## config.mk

```make
export PLATFORM = sky130hd
export DESIGN_NAME = dma_bus_master_cycle_control
export DESIGN_NICKNAME = d
export VERILOG_FILES = /design/src/dma_cycle_pkg.sv /design/src/dma_bus_master_cycle_control.sv /design/src/slave_timeout_timer.sv
export VERILOG_INCLUDE_DIRS = /design/src
export SDC_FILE = /design/constraint.sdc
export NUM_CORES = 1
export LEC_CHECK = 0
export ABC_CLOCK_PERIOD_IN_PS = 2750
export BUFFER_PORTS_ARGS = -buffer_cell sky130_fd_sc_hd__buf_2
export CAP_MARGIN = 40
export CORE_ASPECT_RATIO = 2
export CORE_UTILIZATION = 53
export CTS_CLUSTER_DIAMETER = 40
export DETAILED_ROUTE_END_ITERATION = 16
export HOLD_SLACK_MARGIN = 0.15
export PLACE_DENSITY_LB_ADDON = 0.08
export SETUP_SLACK_MARGIN = 0.4
export SYNTH_ARGS = -nofsm -noshare
export SYNTH_HDL_FRONTEND = slang
export SYNTH_HIERARCHICAL = 1
export SYNTH_SLANG_ARGS = --single-unit
```

## constraint.sdc

```tcl
create_clock -name CLOCK -period 2.75 [get_ports CLOCK]
set_clock_uncertainty 0.05 [all_clocks]
set_input_delay 0.275 -clock CLOCK [delete_from_list [all_inputs] [get_ports CLOCK]]
set_output_delay 0.275 -clock CLOCK [all_outputs]
set_load 0.02 [all_outputs]
```

## src/dma_cycle_regs.svh

```systemverilog
`ifndef DMA_CYCLE_REGS_SVH
`define DMA_CYCLE_REGS_SVH

// ********************************************************************
// Clock and interval times
// ********************************************************************
`define CLK_PERIOD_NS 20
`define ADDR_DESKEW_NS 200
`define DATA_DESKEW_NS 125
`define SYNC_RELEASE_NS 75
`define CYCLE_END_NS 200
`define SLAVE_TIMEOUT_NS 10000

// Least times round up, the timeout rounds down
`define ADDR_DESKEW_CYC ((`ADDR_DESKEW_NS + `CLK_PERIOD_NS - 1) / `CLK_PERIOD_NS)
`define DATA_DESKEW_CYC ((`DATA_DESKEW_NS + `CLK_PERIOD_NS - 1) / `CLK_PERIOD_NS)
`define SYNC_RELEASE_CYC ((`SYNC_RELEASE_NS + `CLK_PERIOD_NS - 1) / `CLK_PERIOD_NS)
`define CYCLE_END_CYC ((`CYCLE_END_NS + `CLK_PERIOD_NS - 1) / `CLK_PERIOD_NS)
`define SLAVE_TIMEOUT_CYC (`SLAVE_TIMEOUT_NS / `CLK_PERIOD_NS)

// ********************************************************************
// Register offsets and fields
// ********************************************************************
`define STATUS_OFS 4'h0
`define CONTROL_OFS 4'h4
`define ST_CYCLE_COUNT_BIT 0
`define ST_NEXT_CYCLE_BIT 1
`define ST_BUS_BUSY_BIT 2
`define ST_MASTER_SYNC_BIT 3
`define ST_STATE_LSB 4
`define ST_STATE_MSB 6
`define ST_NEM_BIT 11
`define ST_TRE_BIT 14
`define CT_ERROR_CLEAR_BIT 0
`define CT_BUS_HOLD_BIT 1
`define CT_BUS_HOLD_RST 1'b0

`endif

```

## src/dma_cycle_pkg.sv

```systemverilog
package dma_cycle_pkg;

  // ********************************************************************
  // Cycle sequencer states, Gray coded along the usual path
  // ********************************************************************
  typedef enum logic [2:0] {
    ST_IDLE = 3'h0,
    ST_DESKEW = 3'h1,
    ST_ARMED = 3'h3,
    ST_SYNC = 3'h2,
    ST_DATA_WAIT = 3'h6,
    ST_RELEASE = 3'h7,
    ST_CYCLE_END = 3'h5
  } cycle_state_e;

  // Whole state of the cycle controller
  typedef struct packed {
    cycle_state_e st;
    logic [7:0] cnt;
    logic master;
    logic busy;
    logic addr_en;
    logic msync;
    logic strobe;
    logic advance;
    logic restart;
    logic nonexistent_memory_error;
    logic transfer_error;
    logic cc;
    logic next;
    logic selection_acknowledge_en;
    logic hold_en;
    logic [15:0] rdata;
  } ctl_s;

  // Whole state of the slave response timer
  typedef struct packed {
    logic [9:0] cnt;
    logic done;
    logic expired;
  } tmo_s;

endpackage : dma_cycle_pkg

```

## src/dma_bus_master_cycle_control.sv

```systemverilog
`timescale 1ns/1ps
`include "dma_cycle_regs.svh"

module dma_bus_master_cycle_control import dma_cycle_pkg::*; (
  // Clock and reset
  input wire logic CLOCK,
  input wire logic RST,
  // Register port
  input wire logic [3:0] REG_ADDR,
  input wire logic [15:0] REG_WDATA,
  input wire logic REG_WRITE,
  input wire logic REG_READ,
  output logic [15:0] REG_RDATA,
  // Arbitration and transfer kind
  input wire logic BUS_GRANT,
  input wire logic XFER_READ,
  input wire logic XFER_WRITE,
  input wire logic XFER_WRITE_CHECK,
  // Slave answer
  input wire logic RECEIVED_SLAVE_SYNC,
  // FIFO and holding buffer flags
  input wire logic INPUT_BUFFER_FULL,
  input wire logic OUTPUT_BUFFER_LOADED,
  input wire logic FIFO_INPUT_READY,
  input wire logic FIFO_OUTPUT_READY,
  // Error and end conditions
  input wire logic BUS_PARITY_ERROR,
  input wire logic WRITE_CHECK_MISMATCH,
  input wire logic WORD_COUNT_OVERFLOW,
  input wire logic EXCEPTION_STOP,
  input wire logic TRANSFER_ERROR_IN,
  // Straps
  input wire logic SINGLE_CYCLE_STRAP,
  input wire logic BUS_HOLD_STRAP,
  input wire logic SECOND_BUS,
  // Bus side outputs
  output logic BUS_MASTER_FLAG,
  output logic BUS_BUSY_LINE,
  output logic ADDRESS_DRIVE_ENABLE,
  output logic MASTER_SYNC,
  output logic DATA_WORD_STROBE,
  output logic ADDRESS_ADVANCE,
  output logic REQUEST_RESTART,
  output logic SELECTION_ACK_RELEASE_ENABLE,
  // Status outputs
  output logic NONEXISTENT_MEMORY_ERROR,
  output logic TRANSFER_ERROR,
  output logic CYCLE_COUNT_FLAG,
  output logic NEXT_CYCLE_FLAG
);

  ctl_s q;
  ctl_s d;
  logic timeout_hit;
  logic bus_hold_mode;
  logic second_or_hold;
  logic cc_hold;
  logic cc_eff;
  logic sync_inhibit;
  logic read_gate;
  logic error_clear;
  logic bus_busy_release;
  logic enter_release;
  logic slave_seen;

  // ********************************************************************
  // Slave response timeout
  // ********************************************************************
  slave_timeout_timer slave_timeout_timer_inst (
    .clk(CLOCK),
    .rst(RST),
    .sync_active(q.msync),
    .slave_answer(RECEIVED_SLAVE_SYNC),
    .expired(timeout_hit)
  );

  // ********************************************************************
  // Mode and gating terms
  // ********************************************************************
  // Bus hold only on a dedicated second bus and never with the strap
  assign bus_hold_mode = BUS_HOLD_STRAP & q.hold_en & ~SINGLE_CYCLE_STRAP & SECOND_BUS;
  assign second_or_hold = (q.master & ~q.cc) | bus_hold_mode;
  // Direct hold on the cycle count, seen at once, not a cycle late
  assign cc_hold = q.nonexistent_memory_error | WORD_COUNT_OVERFLOW | EXCEPTION_STOP;
  assign cc_eff = q.cc | cc_hold;
  // Master sync inhibits, ORed together
  assign sync_inhibit = (second_or_hold & RECEIVED_SLAVE_SYNC)
    | (XFER_WRITE & INPUT_BUFFER_FULL)
    | (XFER_WRITE_CHECK & ~OUTPUT_BUFFER_LOADED);
  // Keeps the read deskew locked to the FIFO word rate
  assign read_gate = XFER_READ & second_or_hold & ~OUTPUT_BUFFER_LOADED;
  assign error_clear = REG_WRITE & (REG_ADDR == `CONTROL_OFS) & REG_WDATA[`CT_ERROR_CLEAR_BIT];
  assign slave_seen = q.msync & RECEIVED_SLAVE_SYNC;
  // End of sequence decision at cycle end
  always_comb begin
    if (BUS_PARITY_ERROR | WRITE_CHECK_MISMATCH) begin
      bus_busy_release = 1'b1;
    end else if (bus_hold_mode) begin
      bus_busy_release = q.transfer_error | WORD_COUNT_OVERFLOW | EXCEPTION_STOP;
    end else begin
      bus_busy_release = cc_eff | ~q.next;
    end
  end

  // ********************************************************************
  // Cycle sequencer and register port
  // ********************************************************************
  // One counter serves every sequencer interval since they never overlap; the slave timeout has its own
  always_comb begin
    d = q;
    enter_release = 1'b0;
    d.strobe = 1'b0;
    d.advance = 1'b0;
    d.restart = 1'b0;
    d.selection_acknowledge_en = 1'b1;
    // Register writes and reads
    if (REG_WRITE && (REG_ADDR == `CONTROL_OFS)) begin
      d.hold_en = REG_WDATA[`CT_BUS_HOLD_BIT];
    end
    d.rdata = 16'h0000;
    if (REG_READ) begin
      if (REG_ADDR == `STATUS_OFS) begin
        d.rdata[`ST_CYCLE_COUNT_BIT] = q.cc;
        d.rdata[`ST_NEXT_CYCLE_BIT] = q.next;
        d.rdata[`ST_BUS_BUSY_BIT] = q.busy;
        d.rdata[`ST_MASTER_SYNC_BIT] = q.msync;
        d.rdata[`ST_STATE_MSB:`ST_STATE_LSB] = q.st;
        d.rdata[`ST_NEM_BIT] = q.nonexistent_memory_error;
        d.rdata[`ST_TRE_BIT] = q.transfer_error;
      end else if (REG_ADDR == `CONTROL_OFS) begin
        d.rdata[`CT_BUS_HOLD_BIT] = q.hold_en;
      end
    end
    unique case (q.st)
      ST_IDLE: begin
        if (BUS_GRANT) begin
          d.master = 1'b1;
          d.busy = 1'b1;
          d.addr_en = 1'b1;
          d.cnt = 8'(`ADDR_DESKEW_CYC);
          d.st = ST_DESKEW;
        end
      end
      ST_DESKEW: begin
        if (read_gate) begin
          d.cnt = 8'(`ADDR_DESKEW_CYC);
        end else if (q.cnt == 8'h01) begin
          d.st = ST_ARMED;
        end else begin
          d.cnt = q.cnt - 8'h01;
        end
      end
      ST_ARMED: begin
        if (!sync_inhibit) begin
          d.msync = 1'b1;
          d.st = ST_SYNC;
        end
      end
      ST_SYNC: begin
        if (RECEIVED_SLAVE_SYNC || timeout_hit) begin
          if (XFER_READ) begin
            enter_release = 1'b1;
          end else begin
            d.cnt = 8'(`DATA_DESKEW_CYC);
            d.st = ST_DATA_WAIT;
          end
        end
      end
      ST_DATA_WAIT: begin
        if (q.cnt == 8'h01) begin
          enter_release = 1'b1;
        end else begin
          d.cnt = q.cnt - 8'h01;
        end
      end
      ST_RELEASE: begin
        // Address and busy stay up while master sync is down
        if (q.cnt == 8'h01) begin
          d.cnt = 8'(`CYCLE_END_CYC);
          d.addr_en = 1'b0;
          d.advance = 1'b1;
          d.st = ST_CYCLE_END;
        end else begin
          d.cnt = q.cnt - 8'h01;
        end
      end
      ST_CYCLE_END: begin
        if (q.cnt != 8'h01) begin
          d.cnt = q.cnt - 8'h01;
        end else if (bus_busy_release) begin
          d.busy = 1'b0;
          d.master = 1'b0;
          d.st = ST_IDLE;
        end else begin
          d.restart = 1'b1;
          d.addr_en = 1'b1;
          d.cnt = 8'(`ADDR_DESKEW_CYC);
          d.st = ST_DESKEW;
        end
      end
      default: begin
        // Unused code: drop the bus rather than guess
        d.st = ST_IDLE;
        d.msync = 1'b0;
        d.busy = 1'b0;
        d.master = 1'b0;
        d.addr_en = 1'b0;
      end
    endcase
    // Start of sync release
    if (enter_release) begin
      d.st = ST_RELEASE;
      d.cnt = 8'(`SYNC_RELEASE_CYC);
      d.msync = 1'b0;
      d.strobe = 1'b1;
      if (bus_hold_mode || q.transfer_error || SINGLE_CYCLE_STRAP) begin
        d.cc = 1'b1;
      end else begin
        d.cc = ~q.cc;
      end
      if (bus_hold_mode) begin
        d.next = 1'b1;
      end else begin
        d.next = XFER_READ ? FIFO_OUTPUT_READY : FIFO_INPUT_READY;
      end
    end
    // Forced set off the bus or under a hard error
    if (!q.master || cc_hold) begin
      d.cc = 1'b1;
    end
    // Set wins over any clear in the same cycle
    if (timeout_hit) begin
      d.nonexistent_memory_error = 1'b1;
    end else if (slave_seen || error_clear) begin
      d.nonexistent_memory_error = 1'b0;
    end
    d.transfer_error = d.nonexistent_memory_error | TRANSFER_ERROR_IN;
  end

  // State register
  always_ff @(posedge CLOCK or posedge RST) begin
    if (RST) begin
      q <= '0;
      q.cc <= 1'b1;
      q.selection_acknowledge_en <= 1'b1;
      q.hold_en <= `CT_BUS_HOLD_RST;
    end else begin
      q <= d;
    end
  end

  // ********************************************************************
  // Outputs
  // ********************************************************************
  assign REG_RDATA = q.rdata;
  assign BUS_MASTER_FLAG = q.master;
  assign BUS_BUSY_LINE = q.busy;
  assign ADDRESS_DRIVE_ENABLE = q.addr_en;
  assign MASTER_SYNC = q.msync;
  assign DATA_WORD_STROBE = q.strobe;
  assign ADDRESS_ADVANCE = q.advance;
  assign REQUEST_RESTART = q.restart;
  assign SELECTION_ACK_RELEASE_ENABLE = q.selection_acknowledge_en;
  assign NONEXISTENT_MEMORY_ERROR = q.nonexistent_memory_error;
  assign TRANSFER_ERROR = q.transfer_error;
  assign CYCLE_COUNT_FLAG = q.cc;
  assign NEXT_CYCLE_FLAG = q.next;
endmodule : dma_bus_master_cycle_control

```

## src/slave_timeout_timer.sv

```systemverilog
`timescale 1ns/1ps
`include "dma_cycle_regs.svh"

module slave_timeout_timer import dma_cycle_pkg::*; (
  // Clock and reset
  input wire logic clk,
  input wire logic rst,
  // Master sync level and slave answer
  input wire logic sync_active,
  input wire logic slave_answer,
  // One-cycle pulse when the slave stayed silent too long
  output logic expired
);

  tmo_s q;
  tmo_s d;

  // ********************************************************************
  // Timer
  // ********************************************************************
  // Runs only while master sync is up; an answer cancels it until master sync drops
  always_comb begin
    d = q;
    d.expired = 1'b0;
    if (!sync_active) begin
      d.cnt = 10'h000;
      d.done = 1'b0;
    end else if (!q.done) begin
      if (slave_answer) begin
        d.done = 1'b1;
      end else if (q.cnt == 10'(`SLAVE_TIMEOUT_CYC - 1)) begin
        d.done = 1'b1;
        d.expired = 1'b1;
      end else begin
        d.cnt = q.cnt + 10'h001;
      end
    end
  end

  // State register
  always_ff @(posedge clk or posedge rst) begin
    if (rst) begin
      q <= '0;
    end else begin
      q <= d;
    end
  end

  assign expired = q.expired;

endmodule : slave_timeout_timer

```

==> run_results.csv <==
group,metric,value,unit
sta,tns,0,ns
clock_tree,cts.htree.levels,2,
placement,hpwl,4.64,mm
sta,setup_viol,0,
sta,fmax,457,MHz
worst_setup_path,critPathLaunch,"q[30]",
drt,routed_wl,5.94,mm
power,p_leak,1.36,nW
logic_synthesis,synth_ff_type,"dfrtp_1",
sta,holdWs,0.160,ns
worst_setup_path,r2r_slack,0.56,ns
logic_synthesis,yosys.area_share.simple,23.0,%
global_route,antenna_found_initial,0,
floorplan,die_w,51.0,µm
final_layout,layout_commonest_cell,"buf_2",
clock_tree,ctsLongestPathBuffers,2,
sta,period_share,79.6,%
worst_setup_path,critPathCaptureType,"flip-flop",
power,powerDensity,893,nW/µm²
sta,tightest_slew,0.537,ns
worst_setup_path,r2r-end,"q[32]",
logic_synthesis,synthAdderAreaFrac,1.97,%
drt,vias,2175,
logic_synthesis,yosys_warnings,6,
placement,place_congestion,0.851,
worst_setup_path,crit_type,"flip-flop to flip-flop",
worst_setup_path,cp_data_arrival_time,2.33,ns
power,peakVddDrop,0.530,mV
placement,pre_cts_ws,0.428,ns
final_layout,n_fill_cell,432,
sta,relSlewSlack,64.1,%
logic_synthesis,synth-edff-count,0,
sta,setup_slack,0.561,ns
clock_tree,cts_num_sinks,43,
drt,via_per_inst,5.89,
clock_tree,clk_pin_slew_worst_paths,0.08,ns
sta,period_minus_slack,2.19,ns
worst_setup_path,timing.rr.start,"q[30]",
global_route,grt_max_degree,32,
drt,first_pass_iters,4,
logic_synthesis,synth_compound_area_share,19.0,%
clock_tree,cts_tree,"built",
worst_setup_path,required,2.89,ns
worst_setup_path,crit_path_max_fanout,8,
flow_run,drv_cap,0,
final_layout,drive_gt1_share,24.5,%
logic_synthesis,avgSynthCellArea,9.41,µm²
clock_tree,root_buffer,"clkbuf_8",
final_layout,top_register,"q",
global_route,grt_overflow,0,
floorplan,die_h,99.9,µm
sta,rsz0062_at_grt,"yes",
final_layout,final_nets,358,
placement,portBuffers,46,
floorplan,rows,35,
status,outcome,"finished clean",
final_layout,diodes,0,
worst_setup_path,crit_path_start_kind,"flip-flop",
floorplan,ioPinCount,69,
clock_tree,clock_latency,0.30,ns
logic_synthesis,ys_ff_latch,43,
logic_synthesis,synth-xor-area-share,0.345,%
logic_synthesis,muxShareOfSynthArea,3.89,%
final_layout,synthToLayoutAreaGrowth,13.0,%
global_route,grtUsageTotal,26.1,%
drt,ant_nets,0,
sta,hold_violations,0,
logic_synthesis,syn_area,2540,µm²
logic_synthesis,syn_inst,270,
clock_tree,cts_made_buffers,5,
final_layout,most-common-layout-cells,"buf_2, dfrtp_1, nand2_1",
worst_setup_path,cp-endpoint,"q[32]",
final_layout,largest_reg_flops,12,
worst_setup_path,ff2ff_path_depth,7,
logic_synthesis,synth_top_family_by_area,"simple AND/OR/NAND/NOR gates",
logic_synthesis,synth_seq_area_share,42.4,%
global_route,grt_pass1_wl,9.93,mm
min_path,hold_class,"input port to flip-flop",
drt,drt_iter0_drc,54,
logic_synthesis,synth.distinct_cells,63,
floorplan,die_area,5090,µm²
floorplan,core_region_area,4600,µm²
sta,finalMaxSlewViolations,0,
drt,route.detailed.drc,0,
drt,wire_per_inst,16.1,µm
global_route,grt_pass1_vias,2168,
logic_synthesis,synthArstFlopShare,100,%
floorplan,initial_core_util,55.3,%
-- Yosys cell counts (all sizes together), types with 3 or more instances --
library cell	n	area share, %
nand2b	5	1.2
o31ai	7	2.6
buf	20	6.0
nand2	24	3.5
nor2	20	3.0
o21ai	11	2.2
inv	14	2.1
a21o	3	0.89
or2	5	1.2
mux2i	5	2.0
nand3b	3	0.89
a31oi	8	2.0
ha	4	2.0
nand3	7	1.6
dfrtp	42	41
nor3	12	2.8
or4	6	1.8
clkbuf	6	0.89
a21boi	7	2.1
a21oi	9	1.8
and2	7	1.7
mux2	4	1.9
-- critical path, stage by stage, from the launching register on --
cell and delay (ns):
dfrtp_1 0.43, inv_1 0.10, ha_1 0.14, nor4b_4 0.28
nand3_2 0.16, a221o_1 0.33, or2_4 0.28, mux2_4 0.30
-- metal layers --
metal	track usage (%)	routed length [µm]
met1	25.9	2030
met2	50.1	3510
met3	2.88	181
met4	13.5	227
met5	0	0
-- final cells by class --
class,count,area [µm²],area share (%)
inverter,15,56.3,1.96
timing repair buffer,56,310,10.8
multi-input combinational,192,1260,43.9
tap,55,68.8,2.40
clock buffer,8,100,3.48
sequential,43,1080,37.5
-- worst min-delay path by stage --
| stage | slack, ns | to | start | cells after the start |
|---|---|---|---|---|
| 2_1_floorplan | 0.09 | slave_timeout_timer_inst/expired | RST | 1 |
| 3_3_place_gp | 0.28 | slave_timeout_timer_inst/q[10] | RST | 2 |
| 3_5_place_dp | 0.28 | slave_timeout_timer_inst/q[8] | RST | 2 |
| 4_1_cts | 0.15 | CYCLE_COUNT_FLAG | EXCEPTION_STOP | 3 |
| 5_1_grt | 0.18 | CYCLE_COUNT_FLAG | EXCEPTION_STOP | 3 |
| 6_report | 0.16 | CYCLE_COUNT_FLAG | EXCEPTION_STOP | 3 |
-- what timing repair did --
item | CTS | global route
hold buffers | 2 | 0
resized for setup | 0 | 2
setup endpoints to repair | 0 | 6
endpoints found under the hold margin | 43 | 0
buffers inserted | 0 | 2
-- where the power goes --
group,internal (mW),total (mW),switching (mW)
Clock,0.229,0.438,0.208
Sequential,0.762,0.937,0.176
Combinational,0.526,1.19,0.663
Total,1.52,2.56,1.05
-- per-stage QoR --
| stage | util, % | power (mW) | area, µm² | cells |
|---|---|---|---|---|
| after floorplan | - | 1.83 | 2560 | 276 |
| after CTS | 62.1 | 2.55 | 2850 | 367 |
| after detailed placement | 59.5 | 2.10 | 2730 | 357 |
| after global routing | 62.5 | 2.74 | 2870 | 369 |
| after global placement | 59.5 | 2.09 | 2730 | 357 |
| final | 62.5 | 2.56 | 2870 | 369 |
-- cell families after synthesis --
logic type | count (synthesis)
flops | 43
mux | 9
buf+inv | 41
other cells | 2
xor+xnor | 1
fa+ha+maj | 4
compound gates | 67
simple gates | 103
(Power assumes the default switching activity.)
